==> config.mk <==
export PLATFORM = sky130hd
export DESIGN_NAME = rsc_top
export DESIGN_NICKNAME = d
export VERILOG_FILES = /design/src/pkg/rsc_pkg.sv /design/src/design/rsc_cause_sel.sv /design/src/design/rsc_top.sv
export SDC_FILE = /design/constraint.sdc
export NUM_CORES = 1
export LEC_CHECK = 0
export ABC_AREA = 1
export BUFFER_PORTS_ARGS = -buffer_cell sky130_fd_sc_hd__clkbuf_2
export CAP_MARGIN = 20
export CORE_ASPECT_RATIO = 2
export CORE_MARGIN = 2
export CORE_UTILIZATION = 41
export CTS_CLUSTER_DIAMETER = 200
export DETAILED_ROUTE_END_ITERATION = 8
export GPL_ROUTABILITY_DRIVEN = 0
export PLACE_DENSITY = 0.74
export SETUP_SLACK_MARGIN = 0.2
export SYNTH_ARGS = -nofsm -noshare
export SYNTH_HDL_FRONTEND = slang
export SYNTH_HIERARCHICAL = 1
export SYNTH_SLANG_ARGS = --single-unit
==> constraint.sdc <==
create_clock -name clk_sys -period 1.6 [get_ports clk_sys]
set_input_delay 0.32 -clock clk_sys [delete_from_list [all_inputs] [get_ports clk_sys]]
set_output_delay 0.32 -clock clk_sys [all_outputs]
set_load 0.01 [all_outputs]
==> src/pkg/rsc_pkg.sv <==
// package: constants and types for the reset state controller
package rsc_pkg;
   // ------------------------------------------------------------
   // widths and reset values
   // ------------------------------------------------------------
   localparam int         RSC_PC_W       = 12;
   localparam int         RSC_SP_W       = 3;
   localparam int         RSC_PORT_W     = 8;
   localparam int         RSC_AN_W       = 14;
   localparam int         RSC_TM_W       = 4;
   localparam int         RSC_INT_W      = 8;
   localparam logic [7:0] RSC_PORT_RST   = 8'hff;
   localparam logic [13:0] RSC_AN_RST    = 14'h3fff;
   localparam logic [2:0] RSC_SP_TOP     = 3'h0;
   localparam logic [11:0] RSC_PC_RST    = 12'h000;
   localparam logic [1:0] RSC_SYNC_INIT  = 2'h0;

   // reset causes as decoded by the cause selector
   typedef enum logic [2:0] {
      RSC_CAUSE_NONE,
      RSC_CAUSE_POR,
      RSC_CAUSE_LVR,
      RSC_CAUSE_WDT_RUN,
      RSC_CAUSE_WDT_SLEEP
   } rsc_cause_t;
endpackage

==> src/design/rsc_cause_sel.sv <==
// module: synchronises and prioritises the reset cause strobes
`timescale 1ns/1ns
module rsc_cause_sel
   import rsc_pkg::*;
(
   // clock and reset
   input  wire logic       clk_sys,
   input  wire logic       nrst,
   // raw cause levels from analog / watchdog blocks
   input  wire logic       por_req,
   input  wire logic       lvr_req,
   input  wire logic       wdt_req,
   input  wire logic       in_low_power,
   // decoded cause, one-cycle pulse
   output rsc_cause_t      cause
);
   logic [1:0] sync_por;
   logic [1:0] sync_lvr;
   logic [1:0] sync_wdt;
   logic [1:0] sync_lp;
   logic       prev_por;
   logic       prev_lvr;
   logic       prev_wdt;

   // ------------------------------------------------------------
   // two-stage synchronisers, first stage read only by the second
   // ------------------------------------------------------------
   always_ff @(posedge clk_sys or negedge nrst)
   begin
      if (!nrst)
      begin
         sync_por <= RSC_SYNC_INIT;
         sync_lvr <= RSC_SYNC_INIT;
         sync_wdt <= RSC_SYNC_INIT;
         sync_lp  <= RSC_SYNC_INIT;
      end
      else
      begin
         sync_por <= {sync_por[0], por_req};
         sync_lvr <= {sync_lvr[0], lvr_req};
         sync_wdt <= {sync_wdt[0], wdt_req};
         sync_lp  <= {sync_lp[0], in_low_power};
      end
   end

   // edge history for rising-edge detection
   always_ff @(posedge clk_sys or negedge nrst)
   begin
      if (!nrst)
      begin
         prev_por <= 1'b0;
         prev_lvr <= 1'b0;
         prev_wdt <= 1'b0;
      end
      else
      begin
         prev_por <= sync_por[1];
         prev_lvr <= sync_lvr[1];
         prev_wdt <= sync_wdt[1];
      end
   end

   // power-on beats low voltage beats watchdog when they coincide
   always_comb
   begin
      cause = RSC_CAUSE_NONE;
      if (sync_por[1] && !prev_por)
         cause = RSC_CAUSE_POR;
      else if (sync_lvr[1] && !prev_lvr)
         cause = RSC_CAUSE_LVR;
      else if (sync_wdt[1] && !prev_wdt)
         cause = sync_lp[1] ? RSC_CAUSE_WDT_SLEEP : RSC_CAUSE_WDT_RUN;
   end
endmodule

==> src/design/rsc_top.sv <==
// module: reset state controller applying per-cause reset state
`timescale 1ns/1ns
module rsc_top
   import rsc_pkg::*;
(
   // clock and reset
   input  wire logic                  clk_sys,
   input  wire logic                  nrst,
   // reset cause inputs, asynchronous levels
   input  wire logic                  por_req,
   input  wire logic                  lvr_req,
   input  wire logic                  wdt_req,
   input  wire logic                  in_low_power,
   // software controls, same clock
   input  wire logic                  sw_clr_lvr_flag,
   input  wire logic                  sw_set_to_flag_clr,
   input  wire logic [RSC_INT_W-1:0]  sw_int_en_wr,
   input  wire logic                  sw_int_en_we,
   input  wire logic [RSC_TM_W-1:0]   sw_tm_on_wr,
   input  wire logic                  sw_tm_on_we,
   input  wire logic [RSC_PORT_W-1:0] sw_port_dir_wr,
   input  wire logic                  sw_port_dir_we,
   input  wire logic                  sleep_enter,
   // applied state
   output logic                       timeout_flag,
   output logic                       power_down_flag,
   output logic                       low_voltage_reset_flag,
   output logic [RSC_PC_W-1:0]        pc_value,
   output logic [RSC_SP_W-1:0]        sp_value,
   output logic                       pc_load,
   output logic [RSC_INT_W-1:0]       int_enable,
   output logic                       watchdog_timer_clear,
   output logic [RSC_TM_W-1:0]        timer_on,
   output logic [RSC_PORT_W-1:0]      port_data,
   output logic [RSC_PORT_W-1:0]      port_dir,
   output logic [RSC_AN_W-1:0]        analog_input_pins
);
   rsc_cause_t cause;
   logic       full_rst;
   logic       any_rst;

   // ------------------------------------------------------------
   // cause decode
   // ------------------------------------------------------------
   rsc_cause_sel u_cause
   (
      .clk_sys      (clk_sys),
      .nrst         (nrst),
      .por_req      (por_req),
      .lvr_req      (lvr_req),
      .wdt_req      (wdt_req),
      .in_low_power (in_low_power),
      .cause        (cause)
   );

   // ------------------------------------------------------------
   // cause classification
   // ------------------------------------------------------------
   // the three full causes reload the register defaults; only the
   // sleep watchdog expiry leaves state alone, so a sleeping program
   // keeps its enables and port setup across the pc and sp restart
   function automatic logic rsc_full_reset(input rsc_cause_t c);
      case (c)
         RSC_CAUSE_POR:     return 1'b1;
         RSC_CAUSE_LVR:     return 1'b1;
         RSC_CAUSE_WDT_RUN: return 1'b1;
         default:           return 1'b0;
      endcase
   endfunction

   // any decoded cause, partial or full
   function automatic logic rsc_any_reset(input rsc_cause_t c);
      return rsc_full_reset(c) || (c == RSC_CAUSE_WDT_SLEEP);
   endfunction

   // a sleep watchdog expiry is the only partial reset
   assign full_rst = rsc_full_reset(cause);
   assign any_rst  = rsc_any_reset(cause);

   // ------------------------------------------------------------
   // status flags
   // ------------------------------------------------------------
   // a decoded cause outranks a software clear in the same cycle
   always_ff @(posedge clk_sys or negedge nrst)
   begin
      if (!nrst)
         timeout_flag <= 1'b0;
      else
         case (cause)
            RSC_CAUSE_POR:       timeout_flag <= 1'b0;
            RSC_CAUSE_WDT_RUN:   timeout_flag <= 1'b1;
            RSC_CAUSE_WDT_SLEEP: timeout_flag <= 1'b1;
            RSC_CAUSE_LVR:       timeout_flag <= timeout_flag;
            default:
               if (sw_set_to_flag_clr)
                  timeout_flag <= 1'b0;
         endcase
   end

   // power-down flag also set by entering sleep, as the cpu does
   always_ff @(posedge clk_sys or negedge nrst)
   begin
      if (!nrst)
         power_down_flag <= 1'b0;
      else
         case (cause)
            RSC_CAUSE_POR:       power_down_flag <= 1'b0;
            RSC_CAUSE_WDT_SLEEP: power_down_flag <= 1'b1;
            RSC_CAUSE_WDT_RUN:   power_down_flag <= power_down_flag;
            RSC_CAUSE_LVR:       power_down_flag <= power_down_flag;
            default:
               if (sleep_enter)
                  power_down_flag <= 1'b1;
               else if (sw_set_to_flag_clr)
                  power_down_flag <= 1'b0;
         endcase
   end

   // set wins over a software clear in the same cycle
   always_ff @(posedge clk_sys or negedge nrst)
   begin
      if (!nrst)
         low_voltage_reset_flag <= 1'b0;
      else if (cause == RSC_CAUSE_LVR)
         low_voltage_reset_flag <= 1'b1;
      else if (sw_clr_lvr_flag)
         low_voltage_reset_flag <= 1'b0;
   end

   // ------------------------------------------------------------
   // program counter and stack pointer
   // ------------------------------------------------------------
   // pc_load is a one-cycle strobe telling the core to refetch the vector
   always_ff @(posedge clk_sys or negedge nrst)
   begin
      if (!nrst)
      begin
         pc_value <= RSC_PC_RST;
         sp_value <= RSC_SP_TOP;
         pc_load  <= 1'b0;
      end
      else
      begin
         pc_load <= any_rst;
         if (any_rst)
         begin
            pc_value <= RSC_PC_RST;
            sp_value <= RSC_SP_TOP;
         end
      end
   end

   // ------------------------------------------------------------
   // interrupts, timers, watchdog
   // ------------------------------------------------------------
   // interrupts stay masked until software writes the enables back
   always_ff @(posedge clk_sys or negedge nrst)
   begin
      if (!nrst)
         int_enable <= '0;
      else if (full_rst)
         int_enable <= '0;
      else if (sw_int_en_we)
         int_enable <= sw_int_en_wr;
   end

   // timers stay stopped until software turns them on again
   always_ff @(posedge clk_sys or negedge nrst)
   begin
      if (!nrst)
         timer_on <= '0;
      else if (full_rst)
         timer_on <= '0;
      else if (sw_tm_on_we)
         timer_on <= sw_tm_on_wr;
   end

   // one-cycle clear; the watchdog counts again on the next edge
   always_ff @(posedge clk_sys or negedge nrst)
   begin
      if (!nrst)
         watchdog_timer_clear <= 1'b0;
      else
         watchdog_timer_clear <= any_rst;
   end

   // ------------------------------------------------------------
   // ports: inputs and analog selected on a full reset
   // ------------------------------------------------------------
   // port_data has no software path here; the core owns the latches
   always_ff @(posedge clk_sys or negedge nrst)
   begin
      if (!nrst)
      begin
         port_data         <= RSC_PORT_RST;
         port_dir          <= RSC_PORT_RST;
         analog_input_pins <= RSC_AN_RST;
      end
      else if (full_rst)
      begin
         port_data         <= RSC_PORT_RST;
         port_dir          <= RSC_PORT_RST;
         analog_input_pins <= RSC_AN_RST;
      end
      else if (sw_port_dir_we)
         port_dir <= sw_port_dir_wr;
   end
endmodule

## Word level (Yosys, flattened, before mapping)

Index checks and enable logic that the tools add are counted.

| storage, ports and cells | value |
|---|---|
| flip-flop bits (word level) | 35 |
| output and inout bits | 62 |
| word-level logic and storage cells | 55 |

| operators by class | value |
|---|---|
| eq/ne operators | 4 |
| mux-type cells | 17 |
| bitwise operators | 2 |
| reduce and logical (&&, ||, !) cells | 18 |

Operators with widths:

| cell | number |
|---|---|
| 8-bit 2-to-1 mux | 4 |
| 3-bit 2-to-1 mux | 4 |
| 4-bit 2-to-1 mux | 2 |
| 2-bit nonzero test | 4 |
| 3-bit by 2-bit equality test with 1-bit output, second input constant | 2 |
| 1-bit one-hot mux with 3 select lines | 2 |
| 1-bit 2-to-1 mux | 5 |
| 2-bit AND reduction | 2 |
| 4-bit nonzero test | 1 |
| 2-bit OR reduction | 2 |
| 3-bit by 1-bit equality test with 1-bit output, second input constant | 1 |
| 3-bit equality test, second input constant | 1 |
| 1-bit logical AND | 3 |
| 1-bit logical NOT | 3 |
| 3-bit nonzero test | 1 |
| 3-bit OR reduction | 1 |
| 1-bit inverter | 2 |
| 1-bit logical OR | 1 |

## Longest topological paths before layout

| logic depth | value |
|---|---|
| depth in word-level cells | 9 |
| mapped depth | 11 |
| mapped depth without buffers | 11 |

## By module

The synthesis kept the hierarchy.

By module, submodules not included:

| module | instances | cells an instance | area an instance (um^2) |
|---|---|---|---|
| rsc_top | 1 | 150 | 1,391.3 |
| rsc_cause_sel | 1 | 25 | 347.8 |

## Least setup slack after synthesis

No wires, ideal clock.

| timing path | value |
|---|---|
| path kind | register to register |
| start | register u_cause.sync_lp[1] |
| end | register power_down_flag |
| library setup time | 0.119 ns |
| data arrival time | 1.221 ns |
| data required time | 1.481 ns |
| setup slack | 0.260 ns |
| cell stages (with the launch flop) | 9 |
| buffers on the path | 0 |
| clock period less this slack | 1.340 ns |
| cell sequence | dfrtp_1 inv_1 nand3_2 a21oi_1 nor2_1 nand2_2 inv_1 o21ai_1 nand2_1 |

| on the way | value |
|---|---|
| longest elaborated chain between the ends | 8 |
| elaborated cells on any way between the ends | 13 |

Ends and longest elaborated chain:

| item | line | source |
|---|---|---|
| start: declaration | rsc_cause_sel.sv:20 | `logic [1:0] sync_lp;` |
| start signal: assignment | rsc_cause_sel.sv:42 | `sync_lp <= {sync_lp[0], in_low_power};` |
| 3-bit 2-to-1 mux * | rsc_cause_sel.sv:72 | `cause = sync_lp[1] ? RSC_CAUSE_WDT_SLEEP : RSC_CAUSE_WDT_RUN;` |
| 3-bit 2-to-1 mux * | rsc_cause_sel.sv:71 | `else if (sync_wdt[1] && !prev_wdt)` |
| 3-bit 2-to-1 mux * | rsc_cause_sel.sv:69 | `else if (sync_lvr[1] && !prev_lvr)` |
| 3-bit 2-to-1 mux * | rsc_cause_sel.sv:67 | `if (sync_por[1] && !prev_por)` |
| via cause[1] | rsc_top.sv:38 | `rsc_cause_t cause;` |
| branches (longest 4 deep; another with 3-bit by 2-bit equality test with 1-bit output) | -- |  |
| end signal: assignment | rsc_top.sv:109 | `RSC_CAUSE_WDT_RUN: power_down_flag <= power_down_flag;` |
| end signal: assignment | rsc_top.sv:110 | `RSC_CAUSE_LVR: power_down_flag <= power_down_flag;` |
| end: declaration | rsc_top.sv:26 | `output logic power_down_flag,` |

Mark *: on every way through the listed nets, which the timed path passes.
A chain may end at the register's enable or synchronous reset.

## Worst setup path after layout

| timing path | value |
|---|---|
| start | register u_cause.prev_por |
| end | register power_down_flag |

| on the way | value |
|---|---|
| longest elaborated chain between the ends | 7 |
| elaborated cells on any way between the ends | 12 |

Ends and longest elaborated chain:

| item | line | source |
|---|---|---|
| start: declaration | rsc_cause_sel.sv:21 | `logic prev_por;` |
| start signal: assignment | rsc_cause_sel.sv:57 | `prev_por <= sync_por[1];` |
| 1-bit logical NOT * | rsc_cause_sel.sv:67 |  |
| 1-bit logical AND * | rsc_cause_sel.sv:67 |  |
| 3-bit 2-to-1 mux * | rsc_cause_sel.sv:67 |  |
| via cause[2] | rsc_top.sv:38 |  |
| branches (longest 4 deep; another with 3-bit by 2-bit equality test with 1-bit output) | -- |  |

Marked as above.

==> results.sh <==
export IMPL_fp_coreArea_sq_um=4090
export IMPL_seq_area_frac_synth_pct=50.9
export IMPL_critPathCaptureType="register"
export IMPL_p_leak_nw=1.21
export IMPL_start_util_pct=42.5
export IMPL_fin_nets=271
export IMPL_fp_dieH_microns=96.1
export IMPL_overflow=0
export IMPL_period_share_pct=82.3
export IMPL_syn_area_sq_um=1740
export IMPL_setup_viol=0
export IMPL_worst_ep_required_time_ps=1770
export IMPL_ys_ff_latch=35
export IMPL_vias=1235
export IMPL_ir_drop_uv=638
export IMPL_rows=33
export IMPL_dieArea_sq_um=4810
export IMPL_wire_per_inst_microns=10.7
export IMPL_hold_path_class="in2reg"
export IMPL_cp_start_kind="register"
export IMPL_track_usage_pct=13.6
export IMPL_fillCellCount=405
export IMPL_dieWidth_microns=50.1
export IMPL_total_power_mw=2.00
export IMPL_routed_wl_microns=3110
export IMPL_grt_pass1_vias=1084
export IMPL_clock_latency_ps=280
export IMPL_holdWs_ps=145
export IMPL_powerDensity_nw_per_um2=962
export IMPL_fin_worst_skew_ps=3.94
export IMPL_finalHoldViolations=0
export IMPL_postRouteAntennaNets=0
export IMPL_ioPinCount=94
export IMPL_cts_buffers=5
export IMPL_io_buffers=56
export IMPL_via_per_inst=4.23
export IMPL_grt_max_degree=23
export IMPL_synthCells=175
export IMPL_cts_tree="done"
export IMPL_cp_max_fo=22
export IMPL_drt_first_pass_iters=3
export IMPL_drive_above_1_share_pct=42.1
export IMPL_drt_iter0_drc=15
export IMPL_drc=0
export IMPL_fmax_mhz=759
export IMPL_multi_input_area_sq_um=588
export IMPL_n_antenna_cell=0
export IMPL_dp_slack_ps=220
export IMPL_finalWorstSetupSlack_ps=283
export IMPL_grt_setup_unrepaired="no"
export IMPL_dpl_hpwl_microns=2380
export IMPL_regArea_sq_um=886
export IMPL_cts_root_buf="clkbuf_8"
export IMPL_final_min_clock_period_ps=1320
export IMPL_arrival_ps=1490
export IMPL_yosysUniqueCellTypes=23
export IMPL_avgSynthCellArea_sq_um=9.94
export IMPL_ctsHtreeMaxLevel=2
export IMPL_status="finished, final reports clean"
export IMPL_slew_violations=0
export IMPL_drv_cap=0
export IMPL_syn2layout_area_growth_pct=19.3
export IMPL_utilization_pct=50.7
export IMPL_finalSetupTns_ps=0
export IMPL_antenna_found_initial=0
export IMPL_clkSinkCount=35
export IMPL_cts_max_path_buffers=2
export IMPL_crit_type="reg2reg"
export IMPL_grt_first_pass_wirelength_microns=4800
export IMPL_yosys_warnings=6
export IMPL_path_clk_slew_ps=70
layout by cell type, fill, tap and decap left out, types with 2 or more instances in the layout:
cell type,n
dfrtp_1,27
buf_12,2
conb_1,37
nand3_1,7
inv_1,19
mux2_4,3
clkbuf_1,2
inv_2,4
nor2_2,2
buf_4,5
nand2_1,29
mux2_2,9
clkbuf_2,56
o21ai_1,5
dfstp_2,8
nor2_1,9
clkbuf_8,5
metal layers:
layer	track usage (%)	part of all wire, %
met5	0	0
met4	10.4	3.5
met3	2.80	6.6
met2	24.3	56
met1	13.3	33
metrics by stage:
step,area (sq um),instances
2_1_floorplan,1870,210
3_3_place_gp,1950,280
3_5_place_dp,1950,280
4_1_cts,2040,289
5_1_grt,2070,292
6_report,2070,292
area by class of cell:
class | count | area share [%]
clock buffer | 7 | 3.68
sequential | 35 | 42.7
clock inverter | 1 | 0.241
tap | 52 | 3.14
timing repair buffer | 64 | 17.7
inverter | 23 | 4.16
multi-input combinational | 110 | 28.3
report_power, final:
group | internal (mW) | switching [mW] | total, mW
registers | 0.974 | 0.0411 | 1.01
logic | 0.164 | 0.216 | 0.381
clock network | 0.305 | 0.294 | 0.599
what timing repair did:
item                                   4_1_cts  5_1_grt
buffers inserted                             0        3
gates resized for setup                      0        5
endpoints found under the hold margin       13        0
hold buffers                                 1        0
setup endpoints to repair                    0       22
state kept, by name (all words and copies together), names as in the netlist:
signal / flops
watchdog_timer_clear: 1
u_cause/sync_por: 2
u_cause/sync_wdt: 2
power_down_flag: 1
int_enable: 8
port_dir: 8
u_cause/sync_lvr: 2
u_cause/sync_lp: 2
timer_on: 4
u_cause/prev_wdt: 1
timeout_flag: 1
u_cause/prev_lvr: 1
u_cause/prev_por: 1
low_voltage_reset_flag: 1
final timing paths:
path                       depth (start not counted)                  end  slack (ps)               start
max reg2reg                                        9      power_down_flag         280    u_cause/prev_por
min                                                1  u_cause/sync_wdt[0]         140             wdt_req
min in group asynchronous                          2  u_cause/sync_lvr[0]         520                nrst
max in group asynchronous                          3          port_dir[1]         550                nrst
max                                                9      power_down_flag         280    u_cause/prev_por
min reg2reg                                        0   u_cause/sync_lp[1]         350  u_cause/sync_lp[0]
cell usage after synthesis:
| master | count | area share, % |
|---|---|---|
| a21oi_1 | 1 | 0.29 |
| buf_2 | 1 | 0.29 |
| buf_4 | 38 | 16 |
| buf_6 | 3 | 1.9 |
| conb_1 | 2 | 0.43 |
| dfrtp_1 | 27 | 39 |
| dfstp_2 | 8 | 12 |
| inv_1 | 20 | 4.3 |
| inv_2 | 3 | 0.65 |
| mux2_2 | 9 | 5.8 |
| mux2_4 | 3 | 2.6 |
| nand2_1 | 29 | 6.3 |
| nand2_2 | 1 | 0.36 |
| nand2_4 | 1 | 0.65 |
| nand3_1 | 7 | 2.0 |
| nand3_2 | 1 | 0.58 |
| nand3b_1 | 1 | 0.43 |
| nor2_1 | 11 | 2.4 |
| nor2_2 | 1 | 0.36 |
| o211ai_1 | 1 | 0.43 |
| o21ai_1 | 5 | 1.4 |
| o21ai_4 | 1 | 0.94 |
| o32ai_1 | 1 | 0.50 |
logic make-up after synthesis:
kind of cell	Yosys count	synth area share [%]
buffers and inverters	65	23.6
and+or+nand+nor	52	13.0
DFF	35	50.9
muxes	12	8.42
AOI/OAI and AO/OA	9	3.60
other	2	0.432
worst max-delay path, cell delays in order, from the launching register on:
cell and delay [ps]:
dfrtp_1 370, nor2_2 160, inv_2 60, nand2_1 100, nor2_4 50, inv_1 100, o21ai_4 70, buf_12 150
o21ai_1 70, nand2_1 60
No activity file was read; power rests on OpenSTA's default activity.
